## src/shared/fscm_pkg.sv

```systemverilog
package fscm_pkg;

   // ------------------------------------------------------------
   // Clock and time bases
   // ------------------------------------------------------------
   localparam int unsigned CLK_HZ = 200_000_000;
   localparam int unsigned TACH_OSC_HZ = 11_250;
   localparam int unsigned TACH_TICK_CYCLES = CLK_HZ / TACH_OSC_HZ;
   localparam int unsigned PWM_HZ = 31_250;
   localparam int unsigned PWM_SLOT_COUNT = 240;
   localparam int unsigned PWM_SLOT_CYCLES = CLK_HZ / (PWM_HZ * PWM_SLOT_COUNT);
   localparam int unsigned UPDATE_DEFAULT_S = 1;
   localparam int unsigned UPDATE_BASE_CYCLES = CLK_HZ * UPDATE_DEFAULT_S;
   localparam int unsigned SPINUP_TIME_MS = 2000;
   localparam int unsigned SPINUP_CYCLES = (CLK_HZ / 1000) * SPINUP_TIME_MS;

   // ------------------------------------------------------------
   // Register map
   // ------------------------------------------------------------
   localparam logic [7:0] ADDR_CONFIG1 = 8'h00;
   localparam logic [7:0] ADDR_STATUS = 8'h02;
   localparam logic [7:0] ADDR_SPEED_READING = 8'h08;
   localparam logic [7:0] ADDR_TACH_LIMIT = 8'h10;
   localparam logic [7:0] ADDR_FAN_CHAR = 8'h20;
   localparam logic [7:0] ADDR_SPEED_CONFIG = 8'h22;
   localparam logic [7:0] ADDR_FILTER = 8'h23;

   localparam int CFG1_AUTO_BIT = 7;
   localparam int CFG1_RPM_BIT = 5;
   localparam int CFG1_INVERT_BIT = 3;
   localparam int FILT_SPINUP_DIS_BIT = 7;
   localparam int FILT_RAMP_HI = 6;
   localparam int FILT_RAMP_LO = 5;
   localparam int FILT_RATE_HI = 4;
   localparam int FILT_RATE_LO = 2;
   localparam int FILT_ENABLE_BIT = 0;
   localparam int CHAR_RANGE_HI = 7;
   localparam int CHAR_RANGE_LO = 6;
   localparam int STATUS_FAIL_BIT = 1;

   localparam logic [7:0] CONFIG1_RESET = 8'h00;
   localparam logic [7:0] FILTER_RESET = 8'h10;
   localparam logic [7:0] FILTER_WRITE_MASK = 8'hFD;
   localparam logic [7:0] TACH_LIMIT_RESET = 8'hFF;
   localparam logic [7:0] FAN_CHAR_RESET = 8'h40;
   localparam logic [7:0] SPEED_CONFIG_RESET = 8'h00;
   localparam logic [2:0] RATE_CODE_DEFAULT = 3'h4;

   // ------------------------------------------------------------
   // Duty and tach figures
   // ------------------------------------------------------------
   localparam logic [7:0] DUTY_FULL = 8'hF0;
   localparam logic [7:0] DUTY_CODE_STEP = 8'h10;
   localparam logic [7:0] RPM_DUTY_MIN = 8'hB4;
   localparam logic [7:0] RPM_DUTY_STEP = 8'h01;
   localparam logic [7:0] TACH_MAX = 8'hFF;

   typedef struct packed {
      logic [7:0] config1;
      logic [7:0] filter;
      logic [7:0] tachLimit;
      logic [7:0] fanChar;
      logic [7:0] speedConfig;
   } fscm_regs_t;

   typedef struct packed {
      logic wrEn;
      logic rdEn;
      logic [7:0] addr;
      logic [7:0] wrData;
   } fscm_reg_req_t;

   typedef struct packed {
      logic valid;
      logic [7:0] data;
   } fscm_reg_rsp_t;

   typedef enum logic [1:0] {
      FSCM_MODE_AUTO,
      FSCM_MODE_DUTY,
      FSCM_MODE_RPM
   } fscm_mode_t;

endpackage
```

## src/design/fscm_fan_control.sv

```systemverilog
`timescale 1ns/1ps
// Summary of operation
// Filter bit 7 set suppresses fan spin-up; resets to zero.
// Filter bits 6:5 pick duty step of 1, 2, 4 or 8 slots.
// Filter bits 4:2 pick sample rate, doubling per code; reset code 100.
// Filter bit 0 enables filtered ramping; bit 1 unused; both reset zero.
// Configuration bit 7 clear means software fan control.
// Software mode with bit 5 clear: duty follows speed config register.
// Duty code 0 to F gives code over fifteen of full duty.
// Software mode with bit 5 set selects RPM feedback mode.
// Software writes target tach count to the tach limit register.
// RPM mode raises duty when slow, lowers it when fast.
// Software computes count from 11250, RPM and range N of 2.
// RPM mode flags failure only when tach count reaches 255.
// RPM loop regulates over the upper duty range, 75 to 100 percent.
// Software keeps setpoint above speed seen at duty code 8.
// Setpoint is held as an 8-bit tach period count.
// Software scales counts by 1.5 or 2 for other fan types.
// Software programs loop settings before entering automatic mode.
// PWM period is 240 slots; duty is a count of high slots.
// Filtered mode moves stored duty one step toward target per update.
// RPM loop adjusts once per finished tach measurement.
// Filtered step clamps to target when nearer than one step.
module fscm_fan_control
   import fscm_pkg::*;
#(
   parameter int unsigned UPDATE_CYCLES = UPDATE_BASE_CYCLES,
   parameter int unsigned SPIN_CYCLES = SPINUP_CYCLES,
   parameter int unsigned TACH_CYCLES = TACH_TICK_CYCLES
)
(
   input wire logic clk,
   input wire logic rst,
   input wire fscm_reg_req_t regReq,
   output fscm_reg_rsp_t regRsp,
   input wire logic [7:0] autoTargetDuty,
   input wire logic tachPin,
   output logic pwmOut,
   output logic fanFail,
   output logic spinUpActive
);

   typedef struct packed {
      fscm_regs_t regs;
      logic [7:0] duty;
      logic [7:0] reading;
      logic [31:0] updCnt;
      logic [31:0] spinCnt;
      logic spinning;
      logic prevZero;
      logic failSticky;
      logic failNow;
      fscm_reg_rsp_t rsp;
   } fscm_state_t;

   fscm_state_t st;
   fscm_state_t next_st;
   fscm_mode_t mode;
   logic tachDone;
   logic [7:0] tachResult;
   logic [7:0] target;
   logic [7:0] rampStep;
   logic [7:0] pwmDuty;
   logic updTick;
   logic failEvent;
   logic [31:0] updPeriod;

   // ------------------------------------------------------------
   // Update period from the sample rate code
   // ------------------------------------------------------------
   function automatic logic [31:0] rate_period(input logic [2:0] code);
      logic [31:0] base;
      base = 32'(UPDATE_CYCLES);
      if (code >= RATE_CODE_DEFAULT)
         rate_period = base >> (code - RATE_CODE_DEFAULT);
      else
         rate_period = base << (RATE_CODE_DEFAULT - code);
   endfunction

   // ------------------------------------------------------------
   // Submodules
   // ------------------------------------------------------------
   fscm_tach_meter #(
      .TICK_CYCLES(TACH_CYCLES)
   ) u_tach (
      .clk(clk),
      .rst(rst),
      .tachPin(tachPin),
      .speedRange(st.regs.fanChar[CHAR_RANGE_HI:CHAR_RANGE_LO]),
      .done(tachDone),
      .result(tachResult)
   );

   // Spin-up forces full duty for the whole spin-up time
   assign pwmDuty = st.spinning ? DUTY_FULL : st.duty;

   fscm_pwm_slots #(
      .SLOT_CYCLES(PWM_SLOT_CYCLES)
   ) u_pwm (
      .clk(clk),
      .rst(rst),
      .duty(pwmDuty),
      .invert(st.regs.config1[CFG1_INVERT_BIT]),
      .pwmOut(pwmOut)
   );

   // ------------------------------------------------------------
   // Mode and target selection
   // ------------------------------------------------------------
   always_comb
   begin
      if (st.regs.config1[CFG1_AUTO_BIT])
         mode = FSCM_MODE_AUTO;
      else if (st.regs.config1[CFG1_RPM_BIT])
         mode = FSCM_MODE_RPM;
      else
         mode = FSCM_MODE_DUTY;
      rampStep = 8'h01 << st.regs.filter[FILT_RAMP_HI:FILT_RAMP_LO];
      updPeriod = rate_period(st.regs.filter[FILT_RATE_HI:FILT_RATE_LO]);
      updTick = (st.updCnt == 32'h0000_0000);
      target = DUTY_FULL;
      unique case (mode)
         FSCM_MODE_AUTO:
            target = (autoTargetDuty > DUTY_FULL) ? DUTY_FULL : autoTargetDuty;
         FSCM_MODE_DUTY:
            target = 8'(st.regs.speedConfig[3:0]) * DUTY_CODE_STEP;
         FSCM_MODE_RPM:
            target = st.duty;
      endcase
      // RPM mode has no underspeed limit; only an overranged count fails
      if (mode == FSCM_MODE_RPM)
         failEvent = tachDone && tachResult == TACH_MAX;
      else
         failEvent = tachDone && tachResult > st.regs.tachLimit;
   end

   // ------------------------------------------------------------
   // Next state
   // ------------------------------------------------------------
   always_comb
   begin
      next_st = st;
      next_st.rsp.valid = 1'b0;

      // ------------------------------------------------------------
      // Register writes
      // ------------------------------------------------------------
      if (regReq.wrEn)
      begin
         unique case (regReq.addr)
            ADDR_CONFIG1:
               next_st.regs.config1 = regReq.wrData;
            ADDR_TACH_LIMIT:
               next_st.regs.tachLimit = regReq.wrData;
            ADDR_FAN_CHAR:
               next_st.regs.fanChar = regReq.wrData;
            ADDR_SPEED_CONFIG:
               next_st.regs.speedConfig = regReq.wrData;
            ADDR_FILTER:
               next_st.regs.filter = regReq.wrData & FILTER_WRITE_MASK;
            default:
               next_st.regs = st.regs;
         endcase
      end

      // ------------------------------------------------------------
      // Register reads: data one cycle after the strobe
      // ------------------------------------------------------------
      if (regReq.rdEn)
      begin
         next_st.rsp.valid = 1'b1;
         unique case (regReq.addr)
            ADDR_CONFIG1:
               next_st.rsp.data = st.regs.config1;
            ADDR_STATUS:
               next_st.rsp.data = 8'(st.failSticky) << STATUS_FAIL_BIT;
            ADDR_SPEED_READING:
               next_st.rsp.data = st.reading;
            ADDR_TACH_LIMIT:
               next_st.rsp.data = st.regs.tachLimit;
            ADDR_FAN_CHAR:
               next_st.rsp.data = st.regs.fanChar;
            ADDR_SPEED_CONFIG:
               next_st.rsp.data = st.regs.speedConfig;
            ADDR_FILTER:
               next_st.rsp.data = st.regs.filter;
            default:
               next_st.rsp.data = 8'h00;
         endcase
      end

      // ------------------------------------------------------------
      // Sample-rate timer for filtered updates
      // ------------------------------------------------------------
      if (updTick || st.updCnt > updPeriod)
         next_st.updCnt = updPeriod;
      else
         next_st.updCnt = st.updCnt - 32'h0000_0001;

      // ------------------------------------------------------------
      // Duty tracking per mode
      // ------------------------------------------------------------
      unique case (mode)
         FSCM_MODE_AUTO:
         begin
            if (!st.regs.filter[FILT_ENABLE_BIT])
               next_st.duty = target;
            else if (updTick)
            begin
               if (target > st.duty)
               begin
                  if (target - st.duty < rampStep)
                     next_st.duty = target;
                  else
                     next_st.duty = st.duty + rampStep;
               end
               else if (target < st.duty)
               begin
                  if (st.duty - target < rampStep)
                     next_st.duty = target;
                  else
                     next_st.duty = st.duty - rampStep;
               end
            end
         end
         FSCM_MODE_DUTY:
            next_st.duty = target;
         FSCM_MODE_RPM:
         begin
            // Bigger count means a longer period, so the fan is slow
            if (tachDone)
            begin
               if (tachResult > st.regs.tachLimit)
                  next_st.duty = (st.duty >= DUTY_FULL) ? DUTY_FULL : st.duty + RPM_DUTY_STEP;
               else if (tachResult < st.regs.tachLimit)
                  next_st.duty = (st.duty <= RPM_DUTY_MIN) ? RPM_DUTY_MIN : st.duty - RPM_DUTY_STEP;
            end
            if (st.duty < RPM_DUTY_MIN)
               next_st.duty = RPM_DUTY_MIN;
         end
      endcase

      // ------------------------------------------------------------
      // Tach reading and fault flag
      // ------------------------------------------------------------
      if (tachDone)
      begin
         next_st.reading = tachResult;
         next_st.failNow = failEvent;
      end
      if (regReq.rdEn && regReq.addr == ADDR_STATUS)
         next_st.failSticky = 1'b0;
      if (failEvent)
         next_st.failSticky = 1'b1; // Set wins over the read clear

      // ------------------------------------------------------------
      // Spin-up on start from zero duty or on a failed measurement
      // ------------------------------------------------------------
      // Remember last cycle's duty, so a step from zero is seen one cycle on
      next_st.prevZero = (st.duty == 8'h00);
      if (st.spinning)
      begin
         if (st.spinCnt == 32'h0000_0000 || st.regs.filter[FILT_SPINUP_DIS_BIT])
            next_st.spinning = 1'b0;
         else
            next_st.spinCnt = st.spinCnt - 32'h0000_0001;
      end
      else if (!st.regs.filter[FILT_SPINUP_DIS_BIT])
      begin
         if ((st.prevZero && st.duty != 8'h00) || failEvent)
         begin
            next_st.spinning = 1'b1;
            next_st.spinCnt = 32'(SPIN_CYCLES - 1);
         end
      end
   end

   // ------------------------------------------------------------
   // State register
   // ------------------------------------------------------------
   always_ff @(posedge clk)
   begin
      if (rst)
      begin
         st <= '0;
         st.regs.config1 <= CONFIG1_RESET;
         st.regs.filter <= FILTER_RESET;
         st.regs.tachLimit <= TACH_LIMIT_RESET;
         st.regs.fanChar <= FAN_CHAR_RESET;
         st.regs.speedConfig <= SPEED_CONFIG_RESET;
         st.prevZero <= 1'b1;
      end
      else
      begin
         st <= next_st;
      end
   end

   assign regRsp = st.rsp;
   assign fanFail = st.failNow;
   assign spinUpActive = st.spinning;

endmodule

```

## src/design/fscm_pwm_slots.sv

```systemverilog
`timescale 1ns/1ps
module fscm_pwm_slots
   import fscm_pkg::*;
#(
   parameter int unsigned SLOT_CYCLES = PWM_SLOT_CYCLES
)
(
   input wire logic clk,
   input wire logic rst,
   input wire logic [7:0] duty,
   input wire logic invert,
   output logic pwmOut
);

   typedef struct packed {
      logic [15:0] pre;
      logic [7:0] slot;
      logic out;
   } fscm_pwm_state_t;

   fscm_pwm_state_t st;
   fscm_pwm_state_t next_st;

   // ------------------------------------------------------------
   // Period of 240 slots, high for duty slots, low for them when invert is set
   // ------------------------------------------------------------
   always_comb
   begin
      next_st = st;
      if (st.pre >= 16'(SLOT_CYCLES - 1))
      begin
         next_st.pre = '0;
         if (st.slot >= 8'(PWM_SLOT_COUNT - 1))
            next_st.slot = '0;
         else
            next_st.slot = st.slot + 8'h01;
      end
      else
      begin
         next_st.pre = st.pre + 16'h0001;
      end
      next_st.out = invert ^ (st.slot < duty);
   end

   always_ff @(posedge clk)
   begin
      if (rst)
         st <= '0;
      else
         st <= next_st;
   end

   assign pwmOut = st.out;

endmodule

```

## src/design/fscm_tach_meter.sv

```systemverilog
`timescale 1ns/1ps
module fscm_tach_meter
   import fscm_pkg::*;
#(
   parameter int unsigned TICK_CYCLES = TACH_TICK_CYCLES
)
(
   input wire logic clk,
   input wire logic rst,
   input wire logic tachPin,
   input wire logic [1:0] speedRange,
   output logic done,
   output logic [7:0] result
);

   typedef struct packed {
      logic [1:0] sync;
      logic tachPrev;
      logic [1:0] edgeCnt;
      logic [15:0] pre;
      logic [2:0] rangeCnt;
      logic [7:0] count;
      logic done;
      logic [7:0] result;
   } fscm_tach_state_t;

   fscm_tach_state_t st;
   fscm_tach_state_t next_st;
   logic rise;
   logic tick;

   // ------------------------------------------------------------
   // Period count: first to third tach edge, oscillator / N
   // ------------------------------------------------------------
   always_comb
   begin
      next_st = st;
      next_st.sync = {st.sync[0], tachPin};
      next_st.tachPrev = st.sync[1];
      next_st.done = 1'b0;
      rise = st.sync[1] & ~st.tachPrev;
      tick = 1'b0;
      if (st.pre >= 16'(TICK_CYCLES - 1))
      begin
         next_st.pre = '0;
         if (st.rangeCnt >= 3'((1 << speedRange) - 1))
         begin
            next_st.rangeCnt = '0;
            tick = 1'b1;
         end
         else
         begin
            next_st.rangeCnt = st.rangeCnt + 3'h1;
         end
      end
      else
      begin
         next_st.pre = st.pre + 16'h0001;
      end
      if (tick && st.count != TACH_MAX)
         next_st.count = st.count + 8'h01;
      if (st.count == TACH_MAX)
      begin
         // Overrange also covers a fan that never reaches its second edge
         next_st.done = 1'b1;
         next_st.result = TACH_MAX;
         next_st.count = '0;
         next_st.edgeCnt = '0;
      end
      else if (rise)
      begin
         next_st.edgeCnt = st.edgeCnt + 2'h1;
         if (st.edgeCnt == 2'h0)
            next_st.count = '0;
         if (st.edgeCnt == 2'h2)
         begin
            next_st.done = 1'b1;
            next_st.result = st.count;
            next_st.count = '0;
            next_st.edgeCnt = '0;
         end
      end
   end

   always_ff @(posedge clk)
   begin
      if (rst)
      begin
         // Tach idles high, so the edge detector starts high to avoid a false edge
         st <= '0;
         st.sync <= 2'h3;
         st.tachPrev <= 1'b1;
      end
      else
         st <= next_st;
   end

   assign done = st.done;
   assign result = st.result;

endmodule

```

## config.mk

```make
export PLATFORM = sky130hd
export DESIGN_NAME = fscm_fan_control
export DESIGN_NICKNAME = d
export VERILOG_FILES = /design/src/shared/fscm_pkg.sv /design/src/design/fscm_fan_control.sv /design/src/design/fscm_pwm_slots.sv /design/src/design/fscm_tach_meter.sv
export SDC_FILE = /design/constraint.sdc
export NUM_CORES = 1
export LEC_CHECK = 0
export BUFFER_PORTS_ARGS = -buffer_cell sky130_fd_sc_hd__clkbuf_2
export CAP_MARGIN = 20
export CORE_MARGIN = 2
export CORE_UTILIZATION = 40
export CTS_CLUSTER_DIAMETER = 30
export DETAILED_ROUTE_END_ITERATION = 16
export PLACE_DENSITY = 0.54
export SLEW_MARGIN = 5
export SYNTH_ARGS = -nofsm -noshare
export SYNTH_HDL_FRONTEND = slang
export SYNTH_SLANG_ARGS = --single-unit
```

## constraint.sdc

```tcl
create_clock -name clk -period 9.7 [get_ports clk]
set_input_delay 0.97 -clock clk [delete_from_list [all_inputs] [get_ports clk]]
set_output_delay 0.97 -clock clk [all_outputs]
set_load 0.02 [all_outputs]
```

==> results_dict.tcl, run 1 <==
set metrics [dict create \
    grt_most_used_layer "met2" \
    die-area_um2 33000 \
    drtAntennaViolNets 0 \
    synth_edf_count 0 \
    p_leak_nw 5.62 \
    grt_usage_pct 19.8 \
    vias 10763 \
    worstSetupEndpointType "flop" \
    reg2regPathDepth 16 \
    cts_tree "done" \
    io_buffers 40 \
    drive_gt1_share_pct 8.32 \
    hpwl_um 23300 \
    path_class "flop to flop" \
    grt_first_pass_wirelength_um 53100 \
    drc 0 \
    dp_cells 1931 \
    gr-usage-met1_pct 28.1 \
    crit_path_top_delay_cell "dfxtp_1" \
    maxSlewHeadroom_pct 36.8 \
    htreeDepth 4 \
    finalHoldViolations 0 \
    crit_required_ns 10.08 \
    fin_cells 1964 \
    wirelength_um 31700 \
    drtIter0Drc 658 \
    worst_pin_slew_ns 0.947 \
    cts_resized 0 \
    grt_pass1_vias 10240 \
    max-cap-violations 0 \
    ys_seq_elements 198 \
    synth_seq_area_share_pct 31.4 \
    cts.clk_slew.worst_paths_ns 0.09 \
    yosysUniqueCellTypes 99 \
    clk_latency_ns 0.46 \
    rsz0062_at_grt "false" \
    cts_setup_buffers 0 \
    hold_ws_ns 0.427 \
    coreArea_um2 31300 \
    max_freq_mhz 185 \
    ir_worst_vdd_uv 147 \
    hold_class "flop to flop" \
    postCtsHoldBufs 0 \
    grt-ovfl-total 0 \
    antenna_found_initial 0 \
    start_util_pct 40.3 \
    ys_async_sr_fraction_pct 0 \
    met2_usage_pct 31.3 \
    p_total_mw 2.23 \
    fin_crit_sh_pct 55.9 \
    synth_flop_cell "dfxtp_1" \
    first_pass_iters 5 \
    cp_slowest_stage_delay_ns 0.95 \
    syn_to_final_growth_pct 8.34 \
    cts_made_buffers 17 \
    fin_skew_ns 0.0198 \
    synth_common_cells "198 x dfxtp_1, 190 x nor2_1, 146 x nand2_1" \
    clock_path_buffers 2 \
    synth_area_leaders "dfxtp_1 31%, ha_1 9.2%, nor2_1 5.6%" \
    crit_arrival_ns 5.80 \
    cts-root-buf "clkbuf_16" \
    die_w_um 182 \
    start_kind "flop" \
    rows 65 \
    min_period_ns 5.42 \
    synth_top_area_share_pct 31.4 \
    final_net_count 1674 \
    io_pins 41 \
    path_cells "inv_1 -> ha_1 -> nand2_1 -> a21oi_1 -> inv_1 -> ha_1 -> a21o_1 -> a21o_1 -> a21o_1 -> a211oi_1 -> o21ai_0 -> a211o_1 -> a21oi_4 -> buf_4 -> mux2_2 -> nor2_1" \
    syn_avg_cell_area_um2 8.18 \
    yosys_warnings 0 \
    setup_tns_ns 0 \
    syn_inst 1543 \
    netlist_area_um2 12600 \
    cp_max_fo 30 \
    yosysMostFrequentCell "dfxtp_1" \
    fp.dieH_um 182 \
    power.density_nw_per_um2 163 \
    cts.sinks 198 \
    wl_per_cell_um 16.1 \
    crit_top_cell "a21o_1" \
    routabilityCongestion 0.870 \
    gr-usage-met3_pct 2.81 \
    status "complete, no violations" \
    n_fill_cell 3147 \
    maxSlewViolCount 0 \
    n_antenna_cell 0 \
    yosysTopAreaCell "dfxtp_1" \
    via_per_inst 5.48 \
    setup_viol 0 \
    holdPathStages 1 \
    grt_start_max_net_pins 75 \
]
==> placed cells by master (no fill, tap or decap), drive strengths merged, types with 27 or more instances in the layout <==
cell type / synthesis / routed
dfxtp: 198 / 198
inv: 61 / 67
a211oi: 27 / 27
nand2: 146 / 146
nand3: 45 / 45
o21ai: 57 / 57
mux2i: 46 / 46
ha: 93 / 93
xnor2: 74 / 74
clkbuf: 46 / 56
a21oi: 121 / 121
xor2: 28 / 28
nor2: 190 / 190
nor2b: 33 / 33
nor3: 40 / 40
==> worst max-delay path: cells and delay by family, from the launching register on <==
kind | cells | cell delay (ns)
AOI/OAI and AO/OA | 8 | 2.03
adders and majority gates | 2 | 0.94
buffers and inverters | 3 | 0.86
DFF | 1 | 0.95
muxes | 1 | 0.37
and+or+nand+nor | 2 | 0.16
==> worst paths after layout <==
kind	start	slack (ns)	endpoint
worst max-delay path	st[121]	4.28	st[60]
worst max register to register	st[121]	4.28	st[60]
worst min-delay path	u_tach.next_st[40]	0.43	u_tach.next_st[38]
worst min register to register	u_tach.next_st[40]	0.43	u_tach.next_st[38]
==> final cells by class <==
| type | count | area (µm²) | share of cell area (%) |
|---|---|---|---|
| Multi-Input combinational cell | 1219 | 8090 | 59.1 |
| Sequential cell | 198 | 3960 | 29.0 |
| Tap cell | 402 | 503 | 3.68 |
| Clock buffer | 17 | 425 | 3.11 |
| Timing Repair Buffer | 50 | 278 | 2.03 |
| Inverter | 63 | 236 | 1.73 |
| Clock inverter | 15 | 184 | 1.34 |
==> sequential cells by signal (all words and copies together), names as in the netlist <==
name and cells:
u_tach.result 8, u_tach.next_st 2, fanFail 1, u_pwm.st 24, spinUpActive 1, u_pwm.pwmOut 1
st 121, u_tach.st 30, u_tach.done 1, regRsp 9
==> per-layer routing <==
layer	part of all wire [%]	up-vias
li1	-	5477
met1	51	5056
met2	45	210
met3	3.3	20
met4	1.2	0
met5	0	-
==> metrics by stage <==
step	setup slack (ns)	cell area (µm²)	util [%]
floorplan	5.34	12700	-
global placement	4.45	13100	41.7
detailed placement	4.35	13100	41.7
CTS	4.28	13700	43.7
global route	3.90	13700	43.7
finish	4.28	13700	43.7
==> power breakdown <==
group	switching (mW)	leakage (nW)	internal, mW
Combinational	0.296	3.73	0.261
Sequential	0.0740	1.61	0.875
Clock	0.374	0.287	0.349
Total	0.743	5.62	1.49
==> cells by family (layout without fill, tap and decap cells) <==
| logic type | Yosys count | count (layout) | share of synthesized area, % |
|---|---|---|---|
| multiplexers | 57 | 57 | 4.63 |
| buffers and inverters | 137 | 145 | 5.00 |
| flip-flops | 198 | 198 | 31.4 |
| AND/OR/NAND/NOR | 613 | 613 | 24.2 |
| AO/OA/AOI/OAI | 339 | 339 | 17.9 |
| other | 1 | 12 | 0.0297 |
| XOR/XNOR | 102 | 102 | 7.08 |
| adder cells (fa/ha/maj) | 96 | 96 | 9.69 |
No activity file was read; power rests on OpenSTA's default activity.
==> run 2: changes to the inputs <==
--- a/config.mk
+++ b/config.mk
@@ -11,7 +11,7 @@
 export CORE_UTILIZATION = 40
 export CTS_CLUSTER_DIAMETER = 30
 export DETAILED_ROUTE_END_ITERATION = 16
-export PLACE_DENSITY = 0.54
+export PLACE_DENSITY = 0.56
 export SLEW_MARGIN = 5
 export SYNTH_ARGS = -nofsm -noshare
 export SYNTH_HDL_FRONTEND = slang
==> constraint.sdc (replaced) <==
create_clock -name clk -period 4.6 [get_ports clk]
set_input_delay 0.46 -clock clk [delete_from_list [all_inputs] [get_ports clk]]
set_output_delay 0.46 -clock clk [all_outputs]
set_load 0.02 [all_outputs]
==> run 2 against run 1 <==
Net effect:
- register-to-register slack got worse by 3.9 ns
- combinational power grew 120%
- critical path depth grew 1
- global-route usage increased by 0.69 points
==> results_dict.tcl, run 2 (synthesized netlist as in run 1, its figures left out) <==
set metrics [dict create \
    fin_crit_sh_pct 91.8 \
    wl_met1_um 16200 \
    cts.sinks 198 \
    final_common_cell "dfxtp_1" \
    grt-ovfl-total 0 \
    max-cap-violations 0 \
    top_layer "met4" \
    fin_cells 1982 \
    antenna_found_initial 0 \
    routabilityCongestion 0.940 \
    setup_ws_ns 0.376 \
    max_freq_mhz 237 \
    dp_cells 1951 \
    drc 0 \
    start_util_pct 40.3 \
    coreArea_um2 31300 \
    power.density_nw_per_um2 341 \
    maxSlewViolCount 0 \
    io_buffers 40 \
    worst_pin_slew_ns 0.961 \
    setup_tns_ns 0 \
    cp_slowest_stage_delay_ns 0.58 \
    cts.clk_slew.worst_paths_ns 0.08 \
    crit_path_top_delay_cell "ha_1" \
    wl_met2_um 14600 \
    cts_tree "done" \
    wirelength_um 33200 \
    vias 11007 \
    cts_resized 0 \
    met3_length_um 1680 \
    hpwl_um 24600 \
    maxSlewHeadroom_pct 35.6 \
    path_cells "inv_1 -> ha_1 -> ha_1 -> nand2_1 -> a21oi_1 -> inv_1 -> ha_1 -> a21o_1 -> a21o_1 -> a21o_1 -> a211oi_1 -> o21ai_0 -> a211o_1 -> a21oi_4 -> buf_4 -> mux2_2 -> nor2_1" \
    min_period_ns 4.22 \
    drive_gt1_share_pct 9.11 \
    cp_max_fo 19 \
    io_pins 41 \
    p_int_mw 3.22 \
    start_kind "flop" \
    cts_made_buffers 17 \
    mostFrequentLayoutCells "198 x dfxtp_1, 190 x nor2_1, 146 x nand2_1" \
    grt_usage_pct 20.5 \
    die-area_um2 33000 \
    path_class "flop to flop" \
    grt_pass1_vias 10353 \
    rows 65 \
    pre_cts_slack_ns 0.330 \
    wl_per_cell_um 16.7 \
    p_sw_mw 1.48 \
    n_antenna_cell 0 \
    clk_latency_ns 0.45 \
    hold_class "input pin to flop" \
    fp.dieH_um 182 \
    n_fill_cell 3146 \
    clock_power_share_pct 31.8 \
    ir_worst_vdd_uv 278 \
    switching_share_pct 31.5 \
    postCtsHoldBufs 0 \
    grt_first_pass_wirelength_um 54400 \
    top_regs "st: 121 flops, u_tach.st: 30 flops, u_pwm.st: 24 flops" \
    setup_viol 0 \
    cts_setup_buffers 0 \
    p_leak_nw 5.70 \
    syn_to_final_growth_pct 9.20 \
    top_register "st" \
    cts-root-buf "clkbuf_16" \
    largest_reg_flops 121 \
    final_net_count 1693 \
    crit_required_ns 4.98 \
    status "complete, no violations" \
    clock_path_buffers 2 \
    pwr-share-seq_pct 42.6 \
    finalHoldViolations 0 \
    first_pass_iters 5 \
    drtAntennaViolNets 0 \
    htreeDepth 4 \
    grt_start_max_net_pins 57 \
    rsz0062_at_grt "false" \
    comb_power_share_pct 25.6 \
    fin_skew_ns 0.0158 \
    via_per_inst 5.55 \
    die_w_um 182 \
    drtIter0Drc 964 \
    crit_arrival_ns 4.61 \
    worstSetupEndpointType "flop" \
]
-- run 2: power groups by stage --
stage | logic (mW) | clock network (mW) | registers (mW)
CTS | 1.21 | 1.53 | 2.00
finish | 1.20 | 1.50 | 2.00
floorplan | 0.948 | 0 | 2.00
detailed placement | 1.20 | 0 | 2.04
global route | 1.37 | 1.59 | 2.03
global placement | 1.19 | 0 | 2.04
-- run 2: path summary, 6_finish.rpt --
check / startpoint / end / slack [ns] / cells past startpoint
max: st[120] / st[67] / 0.38 / 17
min reg2reg: u_tach.next_st[40] / u_tach.next_st[38] / 0.42 / 1
min: tachPin / u_tach.next_st[40] / 0.19 / 2
max reg2reg: st[120] / st[67] / 0.38 / 17
-- run 2: critical path, delay by kind of cell (launching register included) --
| kind | cells | cell delay [ns] |
|---|---|---|
| buffers and inverters | 3 | 0.44 |
| muxes | 1 | 0.36 |
| AOI/OAI and AO/OA | 8 | 1.64 |
| DFF | 1 | 0.33 |
| adders and majority gates | 3 | 1.19 |
| and+or+nand+nor | 2 | 0.17 |
-- run 2: per-layer routing --
metal / GRT usage [%] / vias up
li1: - / 5521
met1: 28.5 / 5143
met2: 31.9 / 287
met3: 3.45 / 56
met4: 7.22 / 0
met5: 0 / -
-- run 2: cell type report --
cell class	instances	area, µm²	area share (%)
Clock buffer	21	440	3.19
Multi-Input combinational cell	1219	8090	58.7
Sequential cell	198	3960	28.8
Clock inverter	10	123	0.889
Tap cell	402	503	3.65
Inverter	63	236	1.72
Timing Repair Buffer	69	433	3.14
-- run 2: per-stage QoR --
step                      area (µm²)  power [mW]  util [%]  hold WS (ns)
final                          13800        4.70      44.0         0.194
after global routing           13800        4.99      44.0         0.177
after CTS                      13800        4.74      44.0         0.170
after detailed placement       13200        3.24      42.2         0.402
after global placement         13200        3.23      42.2         0.401
after floorplan                12700        2.94         -         0.389
==> run 3: changes to the inputs <==
--- a/config.mk
+++ b/config.mk
@@ -9,9 +9,10 @@
 export CAP_MARGIN = 20
 export CORE_MARGIN = 2
 export CORE_UTILIZATION = 40
+export CTS_BUF_LIST = sky130_fd_sc_hd__clkbuf_4 sky130_fd_sc_hd__clkbuf_8
 export CTS_CLUSTER_DIAMETER = 30
 export DETAILED_ROUTE_END_ITERATION = 16
-export PLACE_DENSITY = 0.56
+export PLACE_DENSITY_LB_ADDON = 0.1
 export SLEW_MARGIN = 5
 export SYNTH_ARGS = -nofsm -noshare
 export SYNTH_HDL_FRONTEND = slang
==> run 3 against run 2 <==
Net effect:
- clock-buffer cell count grew 1
- clock power shrank 15%
- first-iteration DRC count grew 4.5%
- sequential cell count is the same
==> results_dict.tcl, run 3 (synthesized netlist as in run 1, its figures left out) <==
set metrics [dict create \
    pwr-share-seq_pct 44.9 \
    r2r_slack_ns 0.39 \
    placed_area_um2 13300 \
    setup_ws_ns 0.391 \
    path_class "flop to flop" \
    min_to "u_tach.next_st[40]" \
    max_freq_mhz 238 \
    drive_gt1_share_pct 9.71 \
    grt-ovfl-total 0 \
    grt_start_max_net_pins 65 \
    hold_ws_ns 0.151 \
    fin_skew_ns 0.0346 \
    fp.dieH_um 182 \
    drtAntennaViolNets 0 \
    reg2reg_from "st[119]" \
    clock_path_buffers 2 \
    fin_cells 1988 \
    cts.clk_slew.worst_paths_ns 0.10 \
    mostFrequentLayoutCells "198 x dfxtp_1, 190 x nor2_1, 146 x nand2_1" \
    path_cells "inv_1 -> ha_1 -> ha_1 -> nand2_1 -> a21oi_1 -> inv_1 -> ha_1 -> a21o_1 -> a21o_1 -> a21o_1 -> a211oi_1 -> o21ai_0 -> a211o_1 -> a21oi_4 -> buf_4 -> mux2_2 -> nor2_1" \
    cp_max_fo 28 \
    antenna_found_initial 0 \
    dp_cells 1956 \
    setup_viol 0 \
    p_leak_nw 5.68 \
    ir_worst_vdd_uv 208 \
    postLayoutCellArea_um2 13700 \
    htreeDepth 4 \
    cts-root-buf "clkbuf_8" \
    n_antenna_cell 0 \
    cp_slowest_stage_delay_ns 0.56 \
    n_fill_cell 3138 \
    cts_made_buffers 17 \
    max-cap-violations 0 \
    setup_tns_ns 0 \
    io_pins 41 \
    fin_crit_sh_pct 91.5 \
    cts_resized 0 \
    hpwl_um 24800 \
    clock_power_share_pct 28.6 \
    finalHoldViolations 0 \
    syn_to_final_growth_pct 8.55 \
    p_sw_mw 1.46 \
    cts_setup_buffers 0 \
    coreArea_um2 31300 \
    wirelength_um 33300 \
    final_common_cell "dfxtp_1" \
    p_int_mw 3.01 \
    pre_cts_slack_ns 0.346 \
    power.density_nw_per_um2 326 \
    min_period_ns 4.21 \
    die-area_um2 33000 \
    switching_share_pct 32.6 \
    largest_reg_flops 121 \
    top_regs "st: 121 flops, u_tach.st: 30 flops, u_pwm.st: 24 flops" \
    first_pass_iters 6 \
    crit_arrival_ns 4.65 \
    grt_first_pass_wirelength_um 54700 \
    drc 0 \
    top_register "st" \
    rsz0062_at_grt "false" \
    r2r-end "st[53]" \
    min_from "tachPin" \
    grt_usage_pct 20.6 \
    hold_class "input pin to flop" \
    cts.sinks 198 \
    start_kind "flop" \
    vias 10951 \
    wl_per_cell_um 16.8 \
    grt_pass1_vias 10399 \
    drtIter0Drc 1007 \
    clk_latency_ns 0.51 \
    status "complete, no violations" \
    comb_power_share_pct 26.6 \
    maxSlewViolCount 0 \
    final_net_count 1698 \
    worstSetupEndpointType "flop" \
    routabilityCongestion 0.912 \
    holdPathStages 2 \
    crit_path_top_delay_cell "ha_1" \
    rows 65 \
    maxSlewHeadroom_pct 25.2 \
    postCtsHoldBufs 0 \
    reg2regPathDepth 17 \
    start_util_pct 40.3 \
    via_per_inst 5.51 \
    io_buffers 40 \
    crit_required_ns 5.04 \
    worst_pin_slew_ns 1.12 \
    die_w_um 182 \
    cts_tree "done" \
]
[run 3: cell count changes in the layout (fill, tap and decap cells not counted), moves of 2 or more]
cell | before | now
clkbuf_1 | 4 | 0
clkinvlp_4 | 3 | 1
buf_4 | 29 | 34
clkbuf_4 | 0 | 3
clkbuf_16 | 17 | 0
clkbuf_8 | 0 | 19
[run 3: per-stage QoR]
stage | total power, mW | utilization, %
2_1_floorplan | 2.94 | -
3_3_place_gp | 3.23 | 42.3
3_5_place_dp | 3.23 | 42.3
4_1_cts | 4.52 | 43.8
5_1_grt | 4.73 | 43.8
6_report | 4.47 | 43.8
[run 3: worst max-delay path by stage]
stage / end / from / cells past startpoint
after global routing: st[74] / st[119] / 17
after global placement: st[90] / autoTargetDuty[5] / 17
after CTS: st[74] / st[119] / 17
final: st[53] / st[119] / 17
after detailed placement: st[90] / autoTargetDuty[5] / 17
after floorplan: st[53] / st[119] / 19
[run 3: per-layer routing]
metal / global-route usage, % / up-vias / part of all wire, %
li1: - / 5524 / -
met1: 28.9 / 5129 / 50
met2: 32.4 / 249 / 44
met3: 3.37 / 49 / 3.7
met4: 5.98 / 0 / 2.0
met5: 0 / - / 0
[run 3: critical path: cells and delay by family (launching register included)]
| kind | cells | cell delay, ns |
|---|---|---|
| AOI/OAI and AO/OA | 8 | 1.61 |
| muxes | 1 | 0.37 |
| DFF | 1 | 0.34 |
| adders and majority gates | 3 | 1.17 |
| and+or+nand+nor | 2 | 0.18 |
| buffers and inverters | 3 | 0.48 |
[run 3: final cells by class]
class / count / area, µm² / area share (%)
Clock inverter: 10 / 160 / 1.17
Clock buffer: 22 / 284 / 2.07
Inverter: 63 / 236 / 1.73
Multi-Input combinational cell: 1219 / 8090 / 59.0
Timing Repair Buffer: 74 / 470 / 3.43
Sequential cell: 198 / 3960 / 28.9
Tap cell: 402 / 503 / 3.67
[run 3: power by group through the flow]
stage,Clock [mW],Combinational [mW],Sequential (mW)
3_5_place_dp,0,1.19,2.04
6_report,1.28,1.19,2.00
4_1_cts,1.32,1.20,2.00
2_1_floorplan,0,0.948,2.00
5_1_grt,1.37,1.33,2.03
3_3_place_gp,0,1.19,2.04
